`config.mk`:
```
export PLATFORM = sky130hd
export DESIGN_NAME = wbf_fault_ctrl
export DESIGN_NICKNAME = d
export VERILOG_FILES = /design/src/wbf_pkg.sv /design/src/wbf_fault_ctrl.sv
export SDC_FILE = /design/constraint.sdc
export NUM_CORES = 1
export LEC_CHECK = 0
export ABC_AREA = 1
export BUFFER_PORTS_ARGS = -buffer_cell sky130_fd_sc_hd__buf_4
export CAP_MARGIN = 20
export CORE_MARGIN = 2
export CORE_UTILIZATION = 50
export CTS_CLUSTER_SIZE = 20
export DETAILED_ROUTE_END_ITERATION = 10
export PLACE_DENSITY = 0.72
export SYNTH_ARGS = -nofsm -noshare
export SYNTH_HDL_FRONTEND = slang
export SYNTH_SLANG_ARGS = --single-unit
```
`constraint.sdc`:
```
create_clock -name sys_clk_i -period 1.4 [get_ports sys_clk_i]
set_input_delay 0.28 -clock sys_clk_i [delete_from_list [all_inputs] [get_ports sys_clk_i]]
set_output_delay 0.28 -clock sys_clk_i [all_outputs]
set_load 0.05 [all_outputs]
```
`src/wbf_pkg.sv`:
```
package wbf_pkg;
    localparam int unsigned CLK_HZ = 50_000_000;
    localparam int unsigned SINK_FILTER_US = 20;
    localparam int unsigned SINK_FILTER_CYC = (SINK_FILTER_US * (CLK_HZ / 1_000_000));
    localparam int unsigned RESET_TIMEOUT_CYC = 50000;
    localparam int unsigned ERR_CNT_W = 4;
    localparam logic [ERR_CNT_W-1:0] ERR_CNT_LIMIT = 4'h8;
    localparam int unsigned SINK_CNT_W = 16;
    localparam int unsigned RST_CNT_W = 20;

    typedef enum logic [4:0] {
        WBF_ACTIVE = 5'h01,
        WBF_SC_DRAIN = 5'h02,
        WBF_SAFE = 5'h04,
        WBF_RESET = 5'h08,
        WBF_OFF = 5'h10
    } wbf_state_t;

    typedef enum logic [1:0] {
        WBF_SEQ_WIDE = 2'h0,
        WBF_SEQ_LOWV = 2'h1,
        WBF_SEQ_BOOST = 2'h2,
        WBF_SEQ_DONE = 2'h3
    } wbf_seq_t;
endpackage : wbf_pkg
```
`src/wbf_fault_ctrl.sv`:
```
`timescale 1ns/10ps
module wbf_fault_ctrl #(
    parameter int unsigned SINK_FILTER = wbf_pkg::SINK_FILTER_CYC,
    parameter int unsigned RESET_TIMEOUT = wbf_pkg::RESET_TIMEOUT_CYC
) (
    input wire logic sys_clk_i,
    input wire logic reset_i,
    input wire logic power_up_i,
    input wire logic hs_overload_i,
    input wire logic ls_overload_i,
    input wire logic hs_short_i,
    input wire logic ls_short_i,
    input wire logic ls_sink_i,
    input wire logic wide_uv_ok_i,
    input wire logic lowv_uv_ok_i,
    input wire logic all_below_uv_i,
    input wire logic feedback_sense_pin_low_i,
    input wire logic short_circuit_off_select_i,
    input wire logic sink_off_select_i,
    input wire logic undervoltage_reset_select_i,
    input wire logic clear_flags_i,
    output logic wide_input_step_down_en_o,
    output logic low_voltage_step_down_en_o,
    output logic boost_en_o,
    output logic hs_force_off_o,
    output logic ls_force_on_o,
    output logic discharge_en_o,
    output logic overload_flag_o,
    output logic short_circuit_flag_o,
    output logic low_side_sink_flag_o,
    output logic ovp_flag_o,
    output logic interrupt_out_n_o,
    output logic [wbf_pkg::ERR_CNT_W-1:0] error_count_o,
    output logic [4:0] state_o
);
    typedef struct packed {
        wbf_pkg::wbf_state_t st;
        wbf_pkg::wbf_seq_t seq;
        logic sc_latch;
        logic sink_latch;
        logic sink_mask;
        logic [wbf_pkg::SINK_CNT_W-1:0] sink_cnt;
        logic [wbf_pkg::RST_CNT_W-1:0] rst_cnt;
        logic [wbf_pkg::ERR_CNT_W-1:0] err_cnt;
        logic ovl;
        logic scf;
        logic snk;
        logic ovp;
        logic irq_n;
        logic discharge;
    } wbf_regs_t;

    wbf_regs_t r_q;
    wbf_regs_t r_d;
    logic sc_hit;
    logic sink_live;
    logic sink_trip;
    logic err_full;

    assign sc_hit = hs_short_i | ls_short_i;
    assign sink_live = ls_sink_i & ~r_q.sink_mask;
    assign sink_trip = sink_live && (r_q.sink_cnt >= wbf_pkg::SINK_CNT_W'(SINK_FILTER));
    assign err_full = (r_q.err_cnt >= wbf_pkg::ERR_CNT_LIMIT);

    always_comb begin
        r_d = r_q;
        r_d.sink_cnt = sink_live ? r_q.sink_cnt + 1'h1 : '0;
        // software clear loses against a same-cycle event
        if (clear_flags_i) begin
            r_d.ovl = 1'h0;
            r_d.scf = 1'h0;
            r_d.snk = 1'h0;
            r_d.ovp = 1'h0;
            r_d.irq_n = 1'h1;
        end
        if (hs_overload_i | ls_overload_i) r_d.ovl = 1'h1;
        if (sink_live) r_d.snk = 1'h1;
        if (wide_uv_ok_i) r_d.sink_mask = 1'h0;
        unique case (r_q.st)
            wbf_pkg::WBF_ACTIVE, wbf_pkg::WBF_RESET: begin
                if (r_q.st == wbf_pkg::WBF_RESET) begin
                    r_d.rst_cnt = r_q.rst_cnt + 1'h1;
                    if (wide_uv_ok_i && r_q.seq == wbf_pkg::WBF_SEQ_WIDE)
                        r_d.seq = wbf_pkg::WBF_SEQ_LOWV;
                    else if (lowv_uv_ok_i && r_q.seq == wbf_pkg::WBF_SEQ_LOWV)
                        r_d.seq = wbf_pkg::WBF_SEQ_BOOST;
                    else if (r_q.seq == wbf_pkg::WBF_SEQ_BOOST)
                        r_d.seq = wbf_pkg::WBF_SEQ_DONE;
                    if (r_q.seq == wbf_pkg::WBF_SEQ_DONE)
                        r_d.st = wbf_pkg::WBF_ACTIVE;
                    else if (r_q.rst_cnt >= wbf_pkg::RST_CNT_W'(RESET_TIMEOUT))
                        r_d.st = wbf_pkg::WBF_OFF;
                end
                // protections stay live in RESET too
                if (sc_hit) begin
                    r_d.st = wbf_pkg::WBF_SC_DRAIN;
                end else if (sink_trip) begin
                    r_d.snk = 1'h1;
                    if (sink_off_select_i) begin
                        r_d.st = wbf_pkg::WBF_OFF;
                        r_d.sink_latch = 1'h1;
                    end else begin
                        r_d.st = wbf_pkg::WBF_SAFE;
                        r_d.discharge = 1'h0;
                        r_d.irq_n = 1'h0;
                        r_d.err_cnt = r_q.err_cnt + 1'h1;
                    end
                end else if (feedback_sense_pin_low_i) begin
                    r_d.ovp = 1'h1;
                    r_d.st = wbf_pkg::WBF_SAFE;
                    r_d.irq_n = 1'h0;
                    r_d.err_cnt = r_q.err_cnt + 1'h1;
                end
            end
            wbf_pkg::WBF_SC_DRAIN: begin
                // low side conducts until current falls under overload limit
                if (!(hs_overload_i | ls_overload_i)) begin
                    r_d.scf = 1'h1;
                    if (short_circuit_off_select_i) begin
                        r_d.st = wbf_pkg::WBF_OFF;
                        r_d.discharge = 1'h1;
                        r_d.sc_latch = 1'h1;
                    end else begin
                        r_d.st = wbf_pkg::WBF_SAFE;
                        r_d.discharge = 1'h0;
                        r_d.irq_n = 1'h0;
                        r_d.err_cnt = r_q.err_cnt + 1'h1;
                    end
                end
            end
            wbf_pkg::WBF_SAFE: begin
                if (err_full) begin
                    r_d.st = wbf_pkg::WBF_OFF;
                end else if (all_below_uv_i && undervoltage_reset_select_i) begin
                    r_d.st = wbf_pkg::WBF_RESET;
                    r_d.seq = wbf_pkg::WBF_SEQ_WIDE;
                    r_d.rst_cnt = '0;
                    r_d.sink_mask = 1'h1;
                end
            end
            wbf_pkg::WBF_OFF: begin
                r_d.discharge = 1'h1;
                if (power_up_i) begin
                    // latched causes surface at power-up from OFF
                    r_d.scf = r_q.scf | r_q.sc_latch;
                    r_d.snk = r_q.snk | r_q.sink_latch;
                    r_d.sc_latch = 1'h0;
                    r_d.sink_latch = 1'h0;
                    r_d.err_cnt = '0;
                    r_d.discharge = 1'h0;
                    r_d.st = wbf_pkg::WBF_RESET;
                    r_d.seq = wbf_pkg::WBF_SEQ_WIDE;
                    r_d.rst_cnt = '0;
                    r_d.sink_mask = 1'h1;
                end
            end
        endcase
    end

    always_ff @(posedge sys_clk_i) begin
        if (reset_i) begin
            r_q <= '0;
            r_q.st <= wbf_pkg::WBF_OFF;
            r_q.seq <= wbf_pkg::WBF_SEQ_WIDE;
            r_q.irq_n <= 1'h1;
            r_q.discharge <= 1'h1;
            r_q.sink_mask <= 1'h1;
        end else begin
            r_q <= r_d;
        end
    end

    logic run;
    assign run = (r_q.st == wbf_pkg::WBF_ACTIVE) || (r_q.st == wbf_pkg::WBF_RESET);
    assign wide_input_step_down_en_o = run;
    assign low_voltage_step_down_en_o = (r_q.st == wbf_pkg::WBF_ACTIVE) ||
        (run && r_q.seq != wbf_pkg::WBF_SEQ_WIDE);
    assign boost_en_o = (r_q.st == wbf_pkg::WBF_ACTIVE) ||
        (run && (r_q.seq == wbf_pkg::WBF_SEQ_BOOST || r_q.seq == wbf_pkg::WBF_SEQ_DONE));
    assign hs_force_off_o = (r_q.st == wbf_pkg::WBF_SC_DRAIN);
    assign ls_force_on_o = (r_q.st == wbf_pkg::WBF_SC_DRAIN);
    assign discharge_en_o = r_q.discharge;
    assign overload_flag_o = r_q.ovl;
    assign short_circuit_flag_o = r_q.scf;
    assign low_side_sink_flag_o = r_q.snk;
    assign ovp_flag_o = r_q.ovp;
    assign interrupt_out_n_o = r_q.irq_n;
    assign error_count_o = r_q.err_cnt;
    assign state_o = r_q.st;

    property p_overload;
        @(posedge sys_clk_i) disable iff (reset_i)
        (hs_overload_i | ls_overload_i) |=> overload_flag_o;
    endproperty
    a_overload: assert property (p_overload) else $error("overload flag not set");
    property p_sc_drain;
        @(posedge sys_clk_i) disable iff (reset_i)
        (run && sc_hit) |=> (hs_force_off_o && ls_force_on_o);
    endproperty
    a_sc_drain: assert property (p_sc_drain) else $error("short circuit drain missing");
    property p_sc_off;
        @(posedge sys_clk_i) disable iff (reset_i)
        (hs_force_off_o && !(hs_overload_i | ls_overload_i) && short_circuit_off_select_i
         && !clear_flags_i)
        |=> (state_o == wbf_pkg::WBF_OFF && discharge_en_o && short_circuit_flag_o);
    endproperty
    a_sc_off: assert property (p_sc_off) else $error("short circuit off path wrong");
    property p_sc_safe;
        @(posedge sys_clk_i) disable iff (reset_i)
        (hs_force_off_o && !(hs_overload_i | ls_overload_i) && !short_circuit_off_select_i)
        |=> (state_o == wbf_pkg::WBF_SAFE && !discharge_en_o && !interrupt_out_n_o
             && error_count_o == $past(error_count_o) + 1'h1);
    endproperty
    a_sc_safe: assert property (p_sc_safe) else $error("short circuit safe path wrong");
    property p_safe_reset;
        @(posedge sys_clk_i) disable iff (reset_i)
        (state_o == wbf_pkg::WBF_SAFE && !err_full && all_below_uv_i
         && undervoltage_reset_select_i) |=> (state_o == wbf_pkg::WBF_RESET);
    endproperty
    a_safe_reset: assert property (p_safe_reset) else $error("no reset from safe");
    property p_seq;
        @(posedge sys_clk_i) disable iff (reset_i)
        (state_o == wbf_pkg::WBF_RESET && !wide_uv_ok_i && r_q.seq == wbf_pkg::WBF_SEQ_WIDE)
        |-> (wide_input_step_down_en_o && !low_voltage_step_down_en_o && !boost_en_o);
    endproperty
    a_seq: assert property (p_seq) else $error("enable order broken");
    property p_mask;
        @(posedge sys_clk_i) disable iff (reset_i)
        (r_q.sink_mask && ls_sink_i && !low_side_sink_flag_o)
        |=> (!low_side_sink_flag_o || $past(power_up_i));
    endproperty
    a_mask: assert property (p_mask) else $error("masked sink event flagged");
    property p_sink_off;
        @(posedge sys_clk_i) disable iff (reset_i)
        (run && sink_trip && !sc_hit && sink_off_select_i) |=> !wide_input_step_down_en_o;
    endproperty
    a_sink_off: assert property (p_sink_off) else $error("sink trip kept regulator on");
    property p_sink_latch;
        @(posedge sys_clk_i) disable iff (reset_i)
        (run && sink_trip && !sc_hit && sink_off_select_i)
        |=> (state_o == wbf_pkg::WBF_OFF && r_q.sink_latch);
    endproperty
    a_sink_latch: assert property (p_sink_latch) else $error("sink off not latched");
    // repeated restarts stop once the error count reaches its limit
    property p_err_limit;
        @(posedge sys_clk_i) disable iff (reset_i)
        (state_o == wbf_pkg::WBF_SAFE && err_full) |=> (state_o == wbf_pkg::WBF_OFF);
    endproperty
    a_err_limit: assert property (p_err_limit) else $error("error limit ignored");
endmodule : wbf_fault_ctrl

```
==> impl_results.md <==
* CP bufs+invs at 2
* Nets at 657
* Status: finished, violations left
* Start point of the worst hold path: clear_flags_i
* Fin crit share at 126.4%
* Cell Pwr Density at 1624 nW/um2
* Hold EP: interrupt_out_n_o
* Gr ovfl total at 0
* Sequential power share at 25.5%
* R2R Path Start: state_o[0]
* Psw at 3.577 mW
* First-pass GRT wire length at 15720 um
* Root Driver: clkbuf_8
* Final setup viols at 47
* Worst skew pair latency at 0.33 ns
* Fill cell count at 484
* Leading area contributor after synthesis: dfxtp_1
* Clock Path Buffers at 2
* Vias in the first global route at 3482
* Critical R2R Capture: state_o[0]
* Largest net degree at the start of global routing at 20
* Worst setup SP type: flip-flop
* Max-Cap Viols at 0
* Sequential share of the synthesized area at 33.88%
* Pleak at 2.112 nW
* Logic gate share of total power at 61.6%
* Critical Path AT at 1.49 ns
* Area Growth Syn to Fin at 43.74%
* Worst R2R Path Depth at 14
* Gr usage total at 26.33%
* Slew @ Worst Pin at 0.4326 ns
* Syn Std Cell Area at 3309 um2
* Height of the die at 85.36 um
* Slew Viols, Final at 0
* Hold Crit Class: input port to flip-flop
* Most frequent cells in the layout: nand2_1, buf_4, nor2_1
* Worst R2R Setup Slack at -0.34 ns
* Clock-pin slew on the worst setup and hold paths at 0.13 ns
* Cell variety after synth at 36
* Vias at 3723
* Antenna-violating nets left at 0
* Initial antenna violation count at 0
* 1st-pass router iterations at 5
* Post-synthesis net count at 533
* Clk_skew at 0.01776 ns
* RD Place Congestion at 0.8978
* Share of cells above drive strength 1 at 34.75%
* Power Internal at 4.147 mW
* Worst path slowest cell: dfxtp_4
* DRT Wirelength at 9680 um
* Hold-fix buffers, CTS at 0
* Ports at 36
* Die ar. at 7285 um2
* Port Buf Inserts at 35
* CTS tree: done
* Worst VDD drop at 2.269 mV
* Area after DPL at 4143 um2
* Die Width at 85.36 um
* Failing checks: negative setup slack
* Max H-tree Level at 2
* Initial DRC Count at 260
* Post-DP HPWL at 6468 um
* Sw Share at 46.31%
* Synth warn at 0
* Final hold vios at 0
* RSZ-0062 raised after global routing: true
* Final min period at 1.769 ns
* Yosys reg bits at 56
* Avg Inst Size Synth at 6.476 um2
* Worst Path Required at 1.12 ns
* Worst setup EP type: output pin
* Fmax achieved at 565.3 MHz
* Share of the synthesized area in the top cell type at 33.88%
* DRC violations left at 0
* Initial core utilization at 51.82%
* Slew margin rel. at 71.13%
* Fin Hold WS at 0.1629 ns
* Syn Inst Count at 511
* Drt wl/cell at 13.58 um
* Clk pwr share at 12.9%
* Critical Path Most Common Cell: buf_6
* Critical path class: flip-flop to output pin
* Worst path cell trace: nor2_4 -> nand3_4 -> buf_6 -> o21ai_2 -> buf_6
* Area contributors post-synth: dfxtp_1, nand2_1, nor2_1, inv_1, a21oi_1
* Final worst slack at -0.3690 ns
* Cts bufs inserted at 5
* Crit path max fanout at 4
* Number of vias per cell at 5.222
* Core ar. at 6386 um2
* Hold Crit Depth at 3
* Diode count at 0
* Crit-path max cell delay at 0.38 ns
* CTS sink count at 56
* CP top delay family: flip-flops
* Std-Cell Rows at 29
* Design area at 4757 um2
==> registers in the layout, summed over array words and instances, names as in the netlist <==
signal	cells
short_circuit_flag_o	1
overload_flag_o	1
state_o	5
error_count_o	4
ovp_flag_o	1
discharge_en_o	1
interrupt_out_n_o	1
r_q	41
low_side_sink_flag_o	1
==> through the flow <==
stage	instances	setup slack, ns	utilization (%)	total power, mW	TNS (ns)
2_1_floorplan	511	-0.1990	-	4.393	-2.029
3_3_place_gp	680	-0.2047	64.87	5.534	-3.346
3_5_place_dp	680	-0.2113	64.87	5.589	-4.611
4_1_cts	709	-0.3327	72.63	7.317	-8.448
5_1_grt	713	-0.4599	74.49	8.138	-16.14
6_report	713	-0.3690	74.49	7.724	-11.60
==> metal layers <==
metal  global-route usage (%)  vias up  part of all wire, %
met5                        0        -                    0
met4                    7.071        0                  2.5
met3                    3.502       28                  4.7
met2                    45.17      124                   50
met1                    34.77     1709                   42
li1                         -     1862                    -
==> cell type report <==
| type | count | area, um2 | share of cell area [%] |
|---|---|---|---|
| multi-input cells | 368 | 2069 | 43.50 |
| flip-flops and latches | 56 | 1141 | 23.99 |
| repair buffers | 132 | 1075 | 22.59 |
| inverters | 72 | 280.3 | 5.892 |
| well taps | 77 | 96.34 | 2.025 |
| clock buffers | 5 | 68.82 | 1.447 |
| clock inverters | 3 | 26.28 | 0.5523 |
==> cells in the mapped netlist <==
master	instances
a211oi_1	1
a21oi_1	36
a31oi_1	2
buf_4	11
buf_6	2
clkbuf_1	3
dfxtp_1	56
ha_1	6
inv_1	69
inv_2	1
inv_4	2
nand2_1	126
nand2_2	3
nand2_4	3
nand3_1	26
nand3_2	4
nand3b_1	2
nand4_1	11
nand4_2	1
nor2_1	79
nor2_2	2
nor2_4	3
nor3_1	17
nor3_4	1
nor3b_1	1
nor4_1	1
o21a_1	1
o21ai_0	22
o21ai_1	1
o21ai_2	2
o21bai_1	1
o22ai_1	1
or2_2	1
or3_1	1
xnor2_1	3
xor2_1	9
==> power by group through the flow <==
stage | combinational (mW) | clock [mW] | sequential [mW]
finish | 4.76 | 0.997 | 1.97
global route | 5.08 | 1.07 | 1.99
CTS | 4.37 | 0.998 | 1.95
detailed placement | 3.64 | 0 | 1.95
global placement | 3.58 | 0 | 1.95
floorplan | 2.36 | 0 | 2.03
==> what timing repair did <==
| item | 4_1_cts | 5_1_grt |
|---|---|---|
| gates resized for setup | 71 | 28 |
| setup buffers | 20 | 4 |
| cloned | 1 | 0 |
| pin swaps | 23 | 14 |
| endpoints found under the setup margin | 45 | 53 |
==> how the worst max path moves through the flow <==
stage / from / endpoint / slack (ns) / cells after the start
CTS: state_o[3] / boost_en_o / -0.33 / 6
floorplan: state_o[3] / state_o[0] / -0.20 / 12
global placement: state_o[0] / error_count_o[1] / -0.20 / 11
global route: state_o[0] / r_q[49] / -0.46 / 13
detailed placement: state_o[0] / error_count_o[1] / -0.21 / 11
finish: state_o[0] / low_voltage_step_down_en_o / -0.37 / 5
==> kinds of logic after synthesis <==
group,Yosys count,share of synthesized area [%]
and+or+nand+nor,282,38.15
buffers and inverters,88,11.83
AOI/OAI and AO/OA,67,10.70
DFF,56,33.88
xor gates and xnor gates,12,3.176
adders and majority gates,6,2.268
==> worst register-to-register path: cells and delay by family, from the launching register on <==
family | cells | cell delay (ns)
AND/OR/NAND/NOR | 10 | 0.89
flip-flops | 1 | 0.38
buffers and inverters | 4 | 0.39
No activity file was read; power rests on OpenSTA's default activity.
